## src/hw/rtcsa_pkg.sv

```systemverilog
// Package for the seconds counter and alarm register block
// Summary of operation
// - 32-bit seconds count as two 16-bit halves
// - Count advances by one each second
// - Tamper counter takes random value on time write
// - Alarm upper half is software writable
// - Alarm lower half is software writable
// - Valid flag set once time written
`default_nettype none
package rtcsa_pkg;
  // Printed offsets are register indices; byte address is four times
  localparam logic [15:0] IDX_TAMPER = 16'h4020;
  localparam logic [15:0] IDX_SEC_HI = 16'h4021;
  localparam logic [15:0] IDX_SEC_LO = 16'h4022;
  localparam logic [15:0] IDX_ALM_HI = 16'h4023;
  localparam logic [15:0] IDX_ALM_LO = 16'h4024;
  localparam logic [15:0] IDX_CTRL = 16'h4025;
  localparam int VALID_BIT = 15;
  localparam int BUSY_BIT = 14;
  localparam int ALM_EN_BIT = 10;
  localparam logic [15:0] RESET_HALF = 16'h0000;
  localparam logic [15:0] LFSR_SEED = 16'hACE1;
  localparam logic [15:0] LFSR_TAPS = 16'hB400;
  localparam int CLK_HZ = 100_000_000;
  localparam int TICK_HZ = 1;
  localparam int TICK_CYCLES = CLK_HZ / TICK_HZ;
  localparam int BUSY_CYCLES = 2;

  typedef struct packed {
    logic [15:0] high;
    logic [15:0] low;
  } rtcsa_word_type;
endpackage
`default_nettype wire

```

## src/hw/rtcsa_regs.sv

```systemverilog
// Seconds counter, alarm and tamper counter behind an APB slave
//
// Decided for this implementation: register access over APB.
`timescale 1ns/1ps
`default_nettype none
module rtcsa_regs #(
  parameter int TICK_CYCLES = rtcsa_pkg::TICK_CYCLES
)(
  input wire logic clk,
  input wire logic resetn,
  input wire logic psel,
  input wire logic penable,
  input wire logic pwrite,
  input wire logic [31:0] paddr,
  input wire logic [31:0] pwdata,
  output logic [31:0] prdata,
  output logic pready,
  output logic pslverr,
  output logic alarmEvent,
  output logic timeValid
);
  // ----------------------------------------------------------------
  // State
  // ----------------------------------------------------------------
  rtcsa_pkg::rtcsa_word_type sec_q, sec_d, alm_q, alm_d;
  logic [15:0] tamper_q, tamper_d, lfsr_q, lfsr_d;
  logic [31:0] tick_q, tick_d;
  logic valid_q, valid_d, almEn_q, almEn_d, alarm_q, alarm_d;
  logic [1:0] busy_q, busy_d;
  logic [31:0] rdata_q, rdata_d;
  logic ready_q, ready_d, err_q, err_d;
  logic access, wrAcc, hit;
  logic [15:0] idx;
  logic [15:0] rdHalf;
  logic [31:0] secNext;

  assign access = psel & penable & ~ready_q;
  assign wrAcc = access & pwrite;
  assign idx = paddr[17:2];

  // ----------------------------------------------------------------
  // Next state
  // ----------------------------------------------------------------
  always_comb
  begin
    sec_d = sec_q;
    alm_d = alm_q;
    tamper_d = tamper_q;
    valid_d = valid_q;
    almEn_d = almEn_q;
    busy_d = (busy_q != 2'h0) ? busy_q - 2'h1 : 2'h0;
    // Free running, so each seconds write draws a fresh pseudo random value
    lfsr_d = {1'b0, lfsr_q[15:1]} ^ (lfsr_q[0] ? rtcsa_pkg::LFSR_TAPS :
      16'h0000);
    tick_d = (tick_q == 32'(TICK_CYCLES - 1)) ? 32'h0 : tick_q + 32'h1;
    secNext = sec_q + 32'h1;
    if (tick_q == 32'(TICK_CYCLES - 1))
      sec_d = secNext;
    hit = 1'b1;
    unique case (idx)
      rtcsa_pkg::IDX_TAMPER: rdHalf = tamper_q;
      rtcsa_pkg::IDX_SEC_HI: rdHalf = sec_q.high;
      rtcsa_pkg::IDX_SEC_LO: rdHalf = sec_q.low;
      rtcsa_pkg::IDX_ALM_HI: rdHalf = alm_q.high;
      rtcsa_pkg::IDX_ALM_LO: rdHalf = alm_q.low;
      rtcsa_pkg::IDX_CTRL:
        rdHalf = 16'(({15'h0, valid_q} << rtcsa_pkg::VALID_BIT)
          | ({15'h0, busy_q != 2'h0} << rtcsa_pkg::BUSY_BIT)
          | ({15'h0, almEn_q} << rtcsa_pkg::ALM_EN_BIT));
      default:
      begin
        rdHalf = 16'h0000;
        hit = 1'b0;
      end
    endcase
    if (paddr[1:0] != 2'h0 || paddr[31:18] != 14'h0)
      hit = 1'b0;
    // Writes during busy are software's fault; they still land
    if (wrAcc && hit)
    begin
      unique case (idx)
        rtcsa_pkg::IDX_SEC_HI:
        begin
          sec_d.high = pwdata[15:0];
          tamper_d = lfsr_q;
          valid_d = 1'b1;
          busy_d = 2'(rtcsa_pkg::BUSY_CYCLES);
        end
        rtcsa_pkg::IDX_SEC_LO:
        begin
          sec_d.low = pwdata[15:0];
          tamper_d = lfsr_q;
          valid_d = 1'b1;
          busy_d = 2'(rtcsa_pkg::BUSY_CYCLES);
        end
        rtcsa_pkg::IDX_ALM_HI: alm_d.high = pwdata[15:0];
        rtcsa_pkg::IDX_ALM_LO: alm_d.low = pwdata[15:0];
        rtcsa_pkg::IDX_CTRL:
          almEn_d = pwdata[rtcsa_pkg::ALM_EN_BIT];
        default: ;
      endcase
    end
    // Edge of equality only, so a matching second fires once
    alarm_d = almEn_q && (sec_d == alm_q) && (sec_q != alm_q);
    ready_d = access;
    err_d = access & ~hit;
    rdata_d = (access && !pwrite && hit) ? {16'h0000, rdHalf} : 32'h0;
  end

  // ----------------------------------------------------------------
  // Registers
  // ----------------------------------------------------------------
  always_ff @(posedge clk)
  begin
    if (!resetn)
    begin
      sec_q <= '0;
      alm_q <= '0;
      tamper_q <= rtcsa_pkg::RESET_HALF;
      lfsr_q <= rtcsa_pkg::LFSR_SEED;
      tick_q <= 32'h0;
      valid_q <= 1'b0;
      almEn_q <= 1'b0;
      alarm_q <= 1'b0;
      busy_q <= 2'h0;
      rdata_q <= 32'h0;
      ready_q <= 1'b0;
      err_q <= 1'b0;
    end
    else
    begin
      sec_q <= sec_d;
      alm_q <= alm_d;
      tamper_q <= tamper_d;
      lfsr_q <= lfsr_d;
      tick_q <= tick_d;
      valid_q <= valid_d;
      almEn_q <= almEn_d;
      alarm_q <= alarm_d;
      busy_q <= busy_d;
      rdata_q <= rdata_d;
      ready_q <= ready_d;
      err_q <= err_d;
    end
  end

  assign prdata = rdata_q;
  assign pready = ready_q;
  assign pslverr = err_q;
  assign alarmEvent = alarm_q;
  assign timeValid = valid_q;
endmodule
`default_nettype wire

```

## config.mk

```make
export PLATFORM = sky130hd
export DESIGN_NAME = rtcsa_regs
export DESIGN_NICKNAME = d
export VERILOG_FILES = /design/src/hw/rtcsa_pkg.sv /design/src/hw/rtcsa_regs.sv
export SDC_FILE = /design/constraint.sdc
export NUM_CORES = 1
export LEC_CHECK = 0
export ABC_AREA = 1
export BUFFER_PORTS_ARGS = -buffer_cell sky130_fd_sc_hd__clkbuf_2
export CAP_MARGIN = 25
export CORE_ASPECT_RATIO = 0.9
export CORE_MARGIN = 4
export CORE_UTILIZATION = 34
export DETAILED_ROUTE_END_ITERATION = 7
export PLACE_DENSITY = 0.53
export SLEW_MARGIN = 10
export SYNTH_ARGS = -nofsm -noshare
export SYNTH_HDL_FRONTEND = slang
export SYNTH_SLANG_ARGS = --single-unit
export TNS_END_PERCENT = 10
```

## constraint.sdc

```tcl
create_clock -name clk -period 2.1 [get_ports clk]
set_clock_uncertainty 0.1 [all_clocks]
set_input_delay 0.21 -clock clk [delete_from_list [all_inputs] [get_ports clk]]
set_output_delay 0.21 -clock clk [all_outputs]
set_load 0.1 [all_outputs]
```

==> results of run 1 <==
## worst register-to-register path, cell delays in order, from the launching register on
cell	delay, ns
dfxtp_2	0.35
ha_4	0.15
nand3_4	0.11
nor3_4	0.13
nand2_2	0.08
nor2_4	0.23
buf_12	0.15
buf_16	0.14
nand2_1	0.06
nand2_1	0.06
nand2_1	0.06
nand3_1	0.11
nand2_1	0.07
nor2_1	0.10
nand3_1	0.10
nor2_2	0.11
nand3_1	0.09
nor2_1	0.11
## stage by stage
step	area (um^2)	total power (W)
2_1_floorplan	8910	0.00322
3_3_place_gp	11000	0.00331
3_5_place_dp	11000	0.00332
4_1_cts	12200	0.00687
5_1_grt	12500	0.00702
6_report	12500	0.00681
## how the worst min path moves through the flow
stage,start,endpoint,slack (ns),cells after the start
2_1_floorplan,pwdata[0],alm_q[0],0.24,2
3_3_place_gp,lfsr_q[9],lfsr_q[8],0.32,2
3_5_place_dp,lfsr_q[9],lfsr_q[8],0.32,2
4_1_cts,penable,pready,0.005,5
5_1_grt,pwdata[11],alm_q[11],0.02,3
6_report,penable,pready,0.02,5
## layout make-up
class	instances	area share
flip-flops and latches	151	0.244
clock inverters	12	0.0172
clock buffers	19	0.0355
repair buffers	300	0.189
multi-input cells	1080	0.431
inverters	161	0.0485
well taps	342	0.0343
## cells in the final DEF (no fill, tap or decap), types with 21 or more instances in the layout
cell type    n
buf_4      193
nor2_2      21
a21oi_1     41
nand3_2     25
inv_1      151
o22ai_1     33
dfxtp_1    136
nand2_1    440
xnor2_1     32
nand2_2     28
a211oi_1    30
nand3_1     65
nor2_1     221
clkbuf_2    72
## metal layers
layer | share of wire | up-vias | wire length [um]
li1 | - | 5060 | -
met1 | 0.44 | 4604 | 14800
met2 | 0.45 | 380 | 15000
met3 | 0.076 | 82 | 2560
met4 | 0.036 | 0 | 1230
met5 | 0 | - | 0
## power by group
part / switching [W] / internal (W)
clock network: 0.00137 / 0.00216
logic: 0.000268 / 0.000101
registers: 0.0000197 / 0.00289
total: 0.00166 / 0.00515
## flip-flops by register name, summed over array words and instances, names as in the netlist
signal      count
tick_q         32
prdata         16
timeValid       1
alarmEvent      1
lfsr_q         16
busy_q          2
tamper_q       16
pslverr         1
alm_q          32
pready          1
sec_q          32
almEn_q         1
## repair_timing
item / in CTS / in global routing
setup buffers: 8 / 2
gates cloned: 4 / 1
setup endpoints to repair: 13 / 27
hold buffers: 14 / 0
hold endpoints to repair: 27 / 0
gates resized for setup: 82 / 57
pin swaps: 39 / 16
## kinds of logic (layout without fill, tap and decap cells)
kind of cell / count (synthesis) / in the layout / synth area share
simple gates: 884 / 884 / 0.417
buf+inv: 220 / 492 / 0.105
flops: 151 / 151 / 0.342
compound gates: 137 / 137 / 0.0925
xor+xnor: 41 / 41 / 0.0406
fa+ha+maj: 2 / 2 / 0.00283
other cells: 1 / 16 / 0.000424
==> impl_summary.txt, run 1 <==
----------------------------------------------------
[Worst setup path]
  Data arrival time at the worst-slack endpoint ... 2.64 ns
  Setup slack on the worst flop-to-flop path ... -0.27 ns
  Worst setup path end ... alarmEvent
  Worst path depth ... 17
  Kind of critical path ... flop to flop
  Cell type of the slowest stage on the worst timing path ... dfxtp_2
  Cell Chain, Critical Path ... ha_4, nand3_4, nor3_4, nand2_2, nor2_4, buf_12, buf_16, nand2_1, nand2_1, nand2_1, nand3_1, nand2_1, nor2_1, nand3_1, nor2_2, nand3_1, nor2_1
  Type of origin of the critical path ... flop
  Type of destination of the critical path ... flop
  Source of the worst register-to-register timing path ... tick_q[1]
  Worst path buffer plus inverter count ... 2
  Worst reg2reg path endpoint ... alarmEvent
  Crit path launch ... tick_q[1]
  Worst path required time ... 2.37 ns
  Highest net fanout along the worst path ... 13
  Logic depth of the worst register-to-register path ... 17
  Kind of cell adding the most delay to the critical path ... simple AND/OR/NAND/NOR gates
  Delay contributed by the slowest stage of the critical path ... 0.35 ns
  Worst path most repeated cell ... nand2_1

[GRT]
  Met3 routing resource usage after global routing ... 0.0473
  M2 GR Usage ... 0.370
  Pin count of the biggest net entering global routing ... 42
  Most congested layer reported by global routing ... met2
  Total congestion overflow after global routing ... 0
  Global-route wire length before repair ... 52.5 mm
  Global Route met1 Usage ... 0.315
  Number of global-route vias before repair ... 9,712
  Global routing usage summed across all routing layers ... 0.235
  Initial antenna violation count ... 0

[Finish]
  Diodes inserted ... 0
  Area of combinational cells with multiple inputs ... 5370 um^2
  Reg area ... 3040 um^2
  Post-layout nets ... 1,782
  Final design utilization ... 0.491
  Fraction of layout instances using a drive strength above 1 ... 0.269
  Layout filler cell count ... 2,637
  Growth of design area from synthesis to finish ... 40.8%
  Cell Count, Final, Fillers Out ... 2,065

[STA]
  Worst slew margin relative to its limit ... 0.637
  Slew Limit Fails ... 0
  Timing-limited maximum frequency ... 421 MHz
  RSZ-0062 raised after global routing ... yes
  Period minus WS final ... 2.37 ns
  Final-report hold violation count ... 0
  Final count of negative-setup-slack endpoints ... 7
  Setup TNS ... -0.592 ns
  Least-Margin Pin Slew ... 0.547 ns
  Final-layout worst hold slack ... 0.0214 ns
  PnR worst setup slack ... -0.274 ns
  Final cycle utilization of the critical path ... 1.13

[Routing]
  Via/cell ratio ... 4.90
  Count of vias placed by the detailed router ... 10,100
  Initial DRC Count ... 836
  Antenna-violating nets left ... 0
  Total wire length after detailed routing ... 33.7 mm
  Number of remaining DRC errors ... 0
  DRT Pass-1 Iters ... 5
  Avg WL per Cell ... 16.3 um

[Status]
  Status ... finished, violations left
  Violated checks ... negative setup slack

[Logic synthesis]
  Prevailing post-synth register cell ... dfxtp_1
  Top cell type's share of synthesized area ... 0.342
  Number of enable flip-flop cells after synthesis ... 0
  Number of synthesized register bits ... 151
  Synthesized cell area ... 8850 um^2
  Area contributors post-synth ... dfxtp_1, nand2_1, nor2_1
  Post-Syn Instances ... 1,436
  Part of the Yosys area used for sequential elements ... 0.342
  Count of unique library cells instantiated by Yosys ... 42
  Syn_area_per_cell ... 6.16 um^2
  Fraction of registers with async set/reset ... 0
  Most area-hungry cell type in the Yosys netlist ... dfxtp_1
  Most common cell in the synthesized netlist ... nand2_1
  Most numerous cell types in the synthesized netlist ... nand2_1, nor2_1, inv_1
  Total of warnings raised by yosys ... 0

[Die]
  Die height ... 161 um
  Number of standard-cell rows in the floorplan ... 55
  Num ports ... 105
  Die area ... 28,700 um^2
  DIE WIDTH ... 178 um
  Initial standard-cell utilization of the core ... 0.348
  Placeable Area ... 25,400 um^2

[CTS]
  Number of H-tree levels ... 4
  CTS tree ... built
  TritonCTS Buffers ... 17
  Clock-pin slew of the registers on the worst-case setup and hold paths ... 0.07 ns
  Skew-Pair Late Insertion Delay ... 0.45 ns
  Root cell of the clock tree ... clkbuf_16
  Number of buffers between clock root and the deepest sink ... 2
  Clk sinks ... 151

[Placement]
  Minimum setup slack after placement ... -0.437 ns
  Placer's final routability congestion estimate ... 1.01
  Number of cells after detailed placement ... 2,005
  Number of buffer cells added on primary ports ... 72
  Dpl hpwl ... 25.2 mm

[Hold path]
  Type of the most critical hold path ... primary input to flop

[Power]
  PwrDens ... 546 nW/um^2
  Worst vdd rail ir drop ... 513 uV
  Reported leakage power ... 5.82 nW

[Job]
  Max Cap Viol ... 0

----------------------------------------------------
(Power assumes the default switching activity.)
==> inputs of run 2 (changes only) <==
--- a/config.mk
+++ b/config.mk
@@ -11,6 +11,7 @@
 export CORE_ASPECT_RATIO = 0.9
 export CORE_MARGIN = 4
 export CORE_UTILIZATION = 34
+export CTS_CLUSTER_SIZE = 8
 export DETAILED_ROUTE_END_ITERATION = 7
 export PLACE_DENSITY = 0.53
 export SLEW_MARGIN = 10
==> constraint.sdc (replaced) <==
create_clock -name clk -period 2.1 [get_ports clk]
set_clock_uncertainty 0.1 [all_clocks]
set_input_delay 0.105 -clock clk [delete_from_list [all_inputs] [get_ports clk]]
set_output_delay 0.105 -clock clk [all_outputs]
set_load 0.1 [all_outputs]
==> run 2 against run 1 <==
Compared with the run above:
- the run still ends with negative setup slack left
- non-clock buffer count shrank 7
- sequential cell count is the same
- critical path depth grew 1
==> impl_summary.txt, run 2 (synthesis gave the netlist of run 1 again) <==
----------------------------------------------------
[Status]
  Status ... finished, violations left
  Violated checks ... negative setup slack

[Placement]
  Placer's final routability congestion estimate ... 0.962 (-4.7%)
  Dpl hpwl ... 24.4 mm (-3.4%)
  Number of buffer cells added on primary ports ... 72 (unchanged)
  Area of placed instances ... 10,900 um^2 (-0.52%)
  Minimum setup slack after placement ... -0.291 ns (+0.147 ns)

[Finish]
  Most common cell after layout, fill and taps aside ... nand2_1
  Fraction of layout instances using a drive strength above 1 ... 0.251 (-0.0177)
  Post-layout nets ... 1,775 (-0.39%)
  Registers with the most flip-flops ... alm_q: 32 flops, sec_q: 32 flops, tick_q: 32 flops
  Growth of design area from synthesis to finish ... 38.9%
  Diodes inserted ... 0 (unchanged)
  Top library cells by usage in the layout, fill and taps aside ... nand2_1, nor2_1, buf_4, inv_1, dfxtp_1
  Final instance area ... 12,300 um^2 (-1.3%)

[GRT]
  Total congestion overflow after global routing ... 0 (unchanged)
  Global routing usage summed across all routing layers ... 0.229 (-0.00646)
  Global-route wire length before repair ... 51.8 mm (-1.3%)
  Pin count of the biggest net entering global routing ... 60 (+43%)
  Number of global-route vias before repair ... 9,573 (-1.4%)
  Initial antenna violation count ... 0 (unchanged)

[STA]
  Final-report hold violation count ... 0 (unchanged)
  Final count of negative-setup-slack endpoints ... 7 (unchanged)
  PnR worst setup slack ... -0.286 ns (-0.0120 ns)
  Slew Limit Fails ... 0 (unchanged)
  Timing-limited maximum frequency ... 419 MHz (-0.50%)
  Period minus WS final ... 2.39 ns (+0.0120 ns)
  Least-Margin Pin Slew ... 0.549 ns (+0.00129 ns)
  Final cycle utilization of the critical path ... 1.14 (+0.00570)
  Worst slew margin relative to its limit ... 0.636 (-0.000855)
  Final-layout worst hold slack ... 0.203 ns (+0.181 ns)
  Setup TNS ... -0.788 ns (-0.195 ns)
  RSZ-0062 raised after global routing ... yes

[Worst setup path]
  Worst path depth ... 18 (+1)
  Kind of critical path ... flop to flop
  Kind of cell adding the most delay to the critical path ... simple AND/OR/NAND/NOR gates
  Highest net fanout along the worst path ... 6 (-7)
  Cell type of the slowest stage on the worst timing path ... dfxtp_4
  Source of the worst register-to-register timing path ... tick_q[1]
  Delay contributed by the slowest stage of the critical path ... 0.37 ns (+0.02 ns)
  Cell Chain, Critical Path ... ha_4, nand3_4, nor3_2, nand2_1, nor2_4, buf_12, buf_12, buf_6, nand2_1, nand2_1, nand2_1, nand2_2, nor2_1, nor2_1, nand3_1, nor2_1, nand3_1, nor2_1
  Worst path buffer plus inverter count ... 3 (+1)
  Worst path required time ... 2.38 ns (about the same)
  Crit path launch ... tick_q[1]
  Type of origin of the critical path ... flop
  Data arrival time at the worst-slack endpoint ... 2.67 ns (+0.03 ns)
  Type of destination of the critical path ... flop
  Logic depth of the worst register-to-register path ... 18 (+1)

[Die]
  Number of standard-cell rows in the floorplan ... 55 (unchanged)
  Placeable Area ... 25,400 um^2 (unchanged)
  Num ports ... 105 (unchanged)
  Die area ... 28,700 um^2 (unchanged)
  DIE WIDTH ... 178 um (unchanged)
  Initial standard-cell utilization of the core ... 0.348 (unchanged)
  Die height ... 161 um (unchanged)

[Power]
  PwrDens ... 528 nW/um^2 (-3.3%)
  Power Internal ... 0.00463 W (-10%)
  Reported leakage power ... 5.74 nW (-1.3%)
  Switching power as a share of total power ... 0.286 (+0.0430)
  Final total power ... 0.00649 W (-4.6%)
  Net switching power ... 0.00186 W (+12%)
  Combinational power share ... 0.058 (+0.004)
  Fraction of power consumed by the clock network ... 0.494 (-0.024)
  Sequential cell fraction of total power ... 0.448 (+0.020)
  Worst vdd rail ir drop ... 451 uV (-12%)

[Hold path]
  Type of the most critical hold path ... primary input to flop
  Critical hold path startpoint ... paddr[2]
  Min-Delay Path Depth ... 7 (+2)

[CTS]
  Skew-Pair Late Insertion Delay ... 0.44 ns (about the same)
  Clock-pin slew of the registers on the worst-case setup and hold paths ... 0.08 ns (about the same)
  Root cell of the clock tree ... clkbuf_16
  Clk sinks ... 151 (unchanged)
  TritonCTS Buffers ... 17 (unchanged)
  Number of H-tree levels ... 4 (unchanged)
  CTS tree ... built
  Number of buffers between clock root and the deepest sink ... 2 (unchanged)

[Job]
  Max Cap Viol ... 0 (unchanged)

[Routing]
  Avg WL per Cell ... 15.9 um (-2.2%)
  DRT Pass-1 Iters ... 5 (unchanged)
  Total wire length after detailed routing ... 32.8 mm (-2.5%)
  Initial DRC Count ... 825 (-1.3%)
  Via/cell ratio ... 4.85 (-1.0%)
  Count of vias placed by the detailed router ... 9,991 (-1.3%)
  Antenna-violating nets left ... 0 (unchanged)
  Number of remaining DRC errors ... 0 (unchanged)

----------------------------------------------------
run 2: cell types whose count changed in the layout (fill, tap and decap cells not counted), sizes merged:
| cell | previous run | this run |
|---|---|---|
| bufinv | 5 | 0 |
| clkbuf | 92 | 89 |
| buf | 213 | 202 |
| inv | 163 | 167 |
| clkinv | 5 | 9 |
| dlygate4sd3 | 14 | 19 |
run 2: per-layer routing:
metal  track usage  wire length, um
met4        0.0910             1180
met3        0.0438             2320
met2         0.353            14600
met5             0                0
met1         0.316            14700
run 2: what timing repair did:
action | CTS | global route
gates cloned | 2 | 0
setup endpoints to repair | 12 | 26
hold buffers | 19 | 0
pin swaps | 15 | 32
resized for setup | 47 | 74
setup buffers | 11 | 7
hold endpoints to repair | 53 | 0
run 2: tightest hold or removal path, stage by stage:
cell      delay, ns
clkbuf_2       0.14
nor3_2         0.07
nand3_1        0.11
nand3_1        0.08
nand2_1        0.06
inv_1          0.06
nor2_1         0.08
run 2: through the flow:
| stage | utilization | cells |
|---|---|---|
| global placement | 0.430 | 1989 |
| global route | 0.484 | 2059 |
| detailed placement | 0.430 | 1989 |
| floorplan | - | 1451 |
| CTS | 0.474 | 2053 |
| finish | 0.484 | 2059 |
run 2: final timing paths:
check / slack (ns) / end
max: -0.29 / alarmEvent
min: 0.20 / pslverr
max reg2reg: -0.29 / alarmEvent
min reg2reg: 0.33 / lfsr_q[8]
run 2: area by class of cell:
cell class              count  area [um^2]
well taps                 342          428
inverters                 161          606
repair buffers            293         2300
clock inverters            15          194
clock buffers              17          425
multi-input cells        1080         5300
fillers                  2614        13100
flip-flops and latches    151         3040
run 2: power by group through the flow:
stage               registers, W  clock network [W]  logic, W
global placement         0.00297                  0  0.000342
floorplan                0.00298                  0  0.000238
global route             0.00291            0.00335  0.000406
CTS                      0.00291            0.00326  0.000375
detailed placement       0.00297                  0  0.000343
finish                   0.00291            0.00321  0.000378
==> inputs of run 3 (changes only) <==
--- a/config.mk
+++ b/config.mk
@@ -8,12 +8,14 @@
 export ABC_AREA = 1
 export BUFFER_PORTS_ARGS = -buffer_cell sky130_fd_sc_hd__clkbuf_2
 export CAP_MARGIN = 25
+export CELL_PAD_IN_SITES_DETAIL_PLACEMENT = 1
+export CELL_PAD_IN_SITES_GLOBAL_PLACEMENT = 2
 export CORE_ASPECT_RATIO = 0.9
 export CORE_MARGIN = 4
-export CORE_UTILIZATION = 34
+export CORE_UTILIZATION = 28
 export CTS_CLUSTER_SIZE = 8
 export DETAILED_ROUTE_END_ITERATION = 7
-export PLACE_DENSITY = 0.53
+export PLACE_DENSITY = 0.76
 export SLEW_MARGIN = 10
 export SYNTH_ARGS = -nofsm -noshare
 export SYNTH_HDL_FRONTEND = slang
==> run 3 against run 2 <==
Compared with the run above:
- the flow still finishes with violations (negative setup slack)
- fmax is 0.13% higher
- non-clock buffer count grew 8
- register-to-register slack about the same
- sequential share of layout area fell by 0.49 points
- clock power increased by 1%
- core utilization shrank 8.0 points
- clock-buffer cell count stayed put
- first-iteration DRC count down 24%
- global-route usage decreased by 0.49 points
- total power grew 0.79%
- via count increased by 3.0%
- highest routed layer unchanged
==> impl_summary.txt, run 3 (synthesis gave the netlist of run 1 again) <==
----------------------------------------------------
[Worst setup path]
  Type of origin of the critical path ... flop
  Worst reg2reg path endpoint ... alarmEvent
  Type of destination of the critical path ... flop
  Cell Chain, Critical Path ... ha_4, nand3_4, nor2_4, nand2_2, nor2_4, nand2_4, clkbuf_16, nand2_1, nand2_1, nand2_2, nand2_2, a21oi_2, nand2_1, nor2_2, nand3_1, nor2_1
  Logic depth of the worst register-to-register path ... 16 (-2)
  Setup slack on the worst flop-to-flop path ... -0.28 ns (about the same)
  Worst path required time ... 2.38 ns (about the same)
  Cell type of the slowest stage on the worst timing path ... dfxtp_2
  Data arrival time at the worst-slack endpoint ... 2.67 ns (about the same)
  Source of the worst register-to-register timing path ... tick_q[0]
  Delay contributed by the slowest stage of the critical path ... 0.36 ns (about the same)
  Highest net fanout along the worst path ... 8 (+2)
  Kind of cell adding the most delay to the critical path ... simple AND/OR/NAND/NOR gates
  Kind of critical path ... flop to flop
  Worst path buffer plus inverter count ... 1 (-2)

[Die]
  Number of standard-cell rows in the floorplan ... 61 (+11%)
  Initial standard-cell utilization of the core ... 0.285 (-0.0636)
  DIE WIDTH ... 195 um (+9.7%)
  Placeable Area ... 31,100 um^2 (+22%)
  Num ports ... 105 (unchanged)
  Die area ... 34,500 um^2 (+20%)
  Die height ... 177 um (+9.7%)

[Power]
  Reported leakage power ... 5.79 nW (+0.88%)
  Fraction of power consumed by the clock network ... 0.497 (+0.003)
  Combinational power share ... 0.058 (about the same)
  Switching power as a share of total power ... 0.293 (+0.00645)
  PwrDens ... 521 nW/um^2 (-1.4%)
  Net switching power ... 0.00192 W (+3.1%)
  Worst vdd rail ir drop ... 509 uV (+13%)
  Sequential cell fraction of total power ... 0.445 (-0.003)
  Power Internal ... 0.00463 W (-0.12%)

[STA]
  Final cycle utilization of the critical path ... 1.13 (-0.00148)
  Final-report hold violation count ... 0 (unchanged)
  Final-layout worst hold slack ... 0.0196 ns (-0.183 ns)
  Setup TNS ... -0.812 ns (-0.0244 ns)
  Period minus WS final ... 2.38 ns (-0.00310 ns)
  RSZ-0062 raised after global routing ... yes
  Slew Limit Fails ... 0 (unchanged)
  Least-Margin Pin Slew ... 0.550 ns (+0.00164 ns)
  Final count of negative-setup-slack endpoints ... 9 (+2)
  PnR worst setup slack ... -0.283 ns (+0.00310 ns)
  Timing-limited maximum frequency ... 420 MHz (+0.13%)
  Worst slew margin relative to its limit ... 0.635 (-0.00109)

[GRT]
  Global routing usage summed across all routing layers ... 0.224 (-0.00486)
  Number of global-route vias before repair ... 10,600 (+11%)
  Pin count of the biggest net entering global routing ... 36 (-40%)
  Total congestion overflow after global routing ... 0 (unchanged)
  Initial antenna violation count ... 0 (unchanged)
  Global-route wire length before repair ... 60.3 mm (+16%)

[Hold path]
  Critical hold path startpoint ... resetn
  Min-Delay Path Depth ... 3 (-4)
  Type of the most critical hold path ... primary input to flop
  Hold worst-path end ... alm_q[17]

[CTS]
  Skew-Pair Late Insertion Delay ... 0.45 ns (about the same)
  Clk sinks ... 151 (unchanged)
  Number of buffers between clock root and the deepest sink ... 2 (unchanged)
  TritonCTS Buffers ... 17 (unchanged)
  Root cell of the clock tree ... clkbuf_16
  Number of H-tree levels ... 4 (unchanged)
  Clock-pin slew of the registers on the worst-case setup and hold paths ... 0.07 ns (about the same)
  CTS tree ... built

[Status]
  Status ... finished, violations left
  Violated checks ... negative setup slack

[Routing]
  Avg WL per Cell ... 18.3 um (+15%)
  Total wire length after detailed routing ... 39.0 mm (+19%)
  Initial DRC Count ... 630 (-24%)
  Count of vias placed by the detailed router ... 10,300 (+3.0%)
  Number of remaining DRC errors ... 0 (unchanged)
  Antenna-violating nets left ... 0 (unchanged)
  DRT Pass-1 Iters ... 5 (unchanged)
  Via/cell ratio ... 4.82 (-0.61%)

[Placement]
  Placer's final routability congestion estimate ... 0.934 (-3.0%)
  Number of buffer cells added on primary ports ... 72 (unchanged)
  Number of cells after detailed placement ... 2,077 (+4.4%)
  Area of placed instances ... 11,100 um^2 (+2.1%)
  Dpl hpwl ... 30.2 mm (+24%)

[Finish]
  Final instance area ... 12,600 um^2 (+2.2%)
  Diodes inserted ... 0 (unchanged)
  Most common cell after layout, fill and taps aside ... nand2_1
  Layout filler cell count ... 4,040 (+55%)
  Cell Count, Final, Fillers Out ... 2,134 (+3.6%)
  Growth of design area from synthesis to finish ... 42.0%
  Fraction of layout instances using a drive strength above 1 ... 0.278 (+0.0272)
  Top library cells by usage in the layout, fill and taps aside ... nand2_1, nor2_1, buf_4, inv_1, dfxtp_1
  Post-layout nets ... 1,783 (+0.45%)
  Registers with the most flip-flops ... alm_q: 32 flops, sec_q: 32 flops, tick_q: 32 flops

[Job]
  Max Cap Viol ... 0 (unchanged)

----------------------------------------------------
[run 3: changes by cell type in the layout (fill, tap and decap cells not counted), sizes merged]
cell and change:
buf +9, clkbuf +1, clkinv +2, dlygate4sd3 -2, inv -2
[run 3: power groups by stage]
stage	clock (W)	combinational, W	sequential (W)
final	0.00325	0.000382	0.00291
after detailed placement	0	0.000348	0.00297
after global routing	0.00344	0.000409	0.00291
after floorplan	0	0.000238	0.00298
after global placement	0	0.000345	0.00297
after CTS	0.00331	0.000378	0.00291
[run 3: area by class of cell]
| cell class | instances | area [um^2] | share of cell area |
|---|---|---|---|
| well taps | 409 | 512 | 0.0407 |
| flip-flops and latches | 151 | 3050 | 0.243 |
| inverters | 161 | 604 | 0.0481 |
| clock buffers | 17 | 425 | 0.0339 |
| repair buffers | 301 | 2350 | 0.187 |
| multi-input cells | 1080 | 5420 | 0.431 |
| clock inverters | 15 | 201 | 0.0160 |
[run 3: worst max path at each step]
stage                          from         end  slack (ns)  depth (start not counted)
final                     tick_q[0]  alarmEvent       -0.28                         16
after global routing      tick_q[0]  alarmEvent       -0.45                         16
after CTS                 tick_q[1]  alarmEvent       -0.30                         17
after detailed placement  tick_q[0]  alarmEvent       -0.60                         15
after global placement    tick_q[0]  alarmEvent       -0.53                         15
after floorplan           tick_q[0]  alarmEvent        0.02                         16
[run 3: repair_timing]
action	CTS	global route
gates resized for setup	63	101
pin swaps	24	29
cloned	1	1
setup buffers	3	3
hold endpoints to repair	46	0
endpoints found under the setup margin	24	44
hold buffers	17	0
[run 3: per-stage QoR]
step	utilization	setup slack, ns	total power, W
after floorplan	-	0.0201	0.00322
after global placement	0.359	-0.532	0.00332
after detailed placement	0.359	-0.596	0.00332
after CTS	0.393	-0.296	0.00660
after global routing	0.405	-0.449	0.00676
final	0.405	-0.283	0.00654
[run 3: tightest hold or removal path: stages]
cell and delay (ns):
clkbuf_2 0.25, nand2_1 0.14, nor2_1 0.03
[run 3: routing by layer]
layer	GRT usage	part of all wire	vias up
li1	-	-	5051
met1	0.306	0.46	4929
met2	0.364	0.46	254
met3	0.0390	0.053	58
met4	0.0675	0.029	0
met5	0	0	-
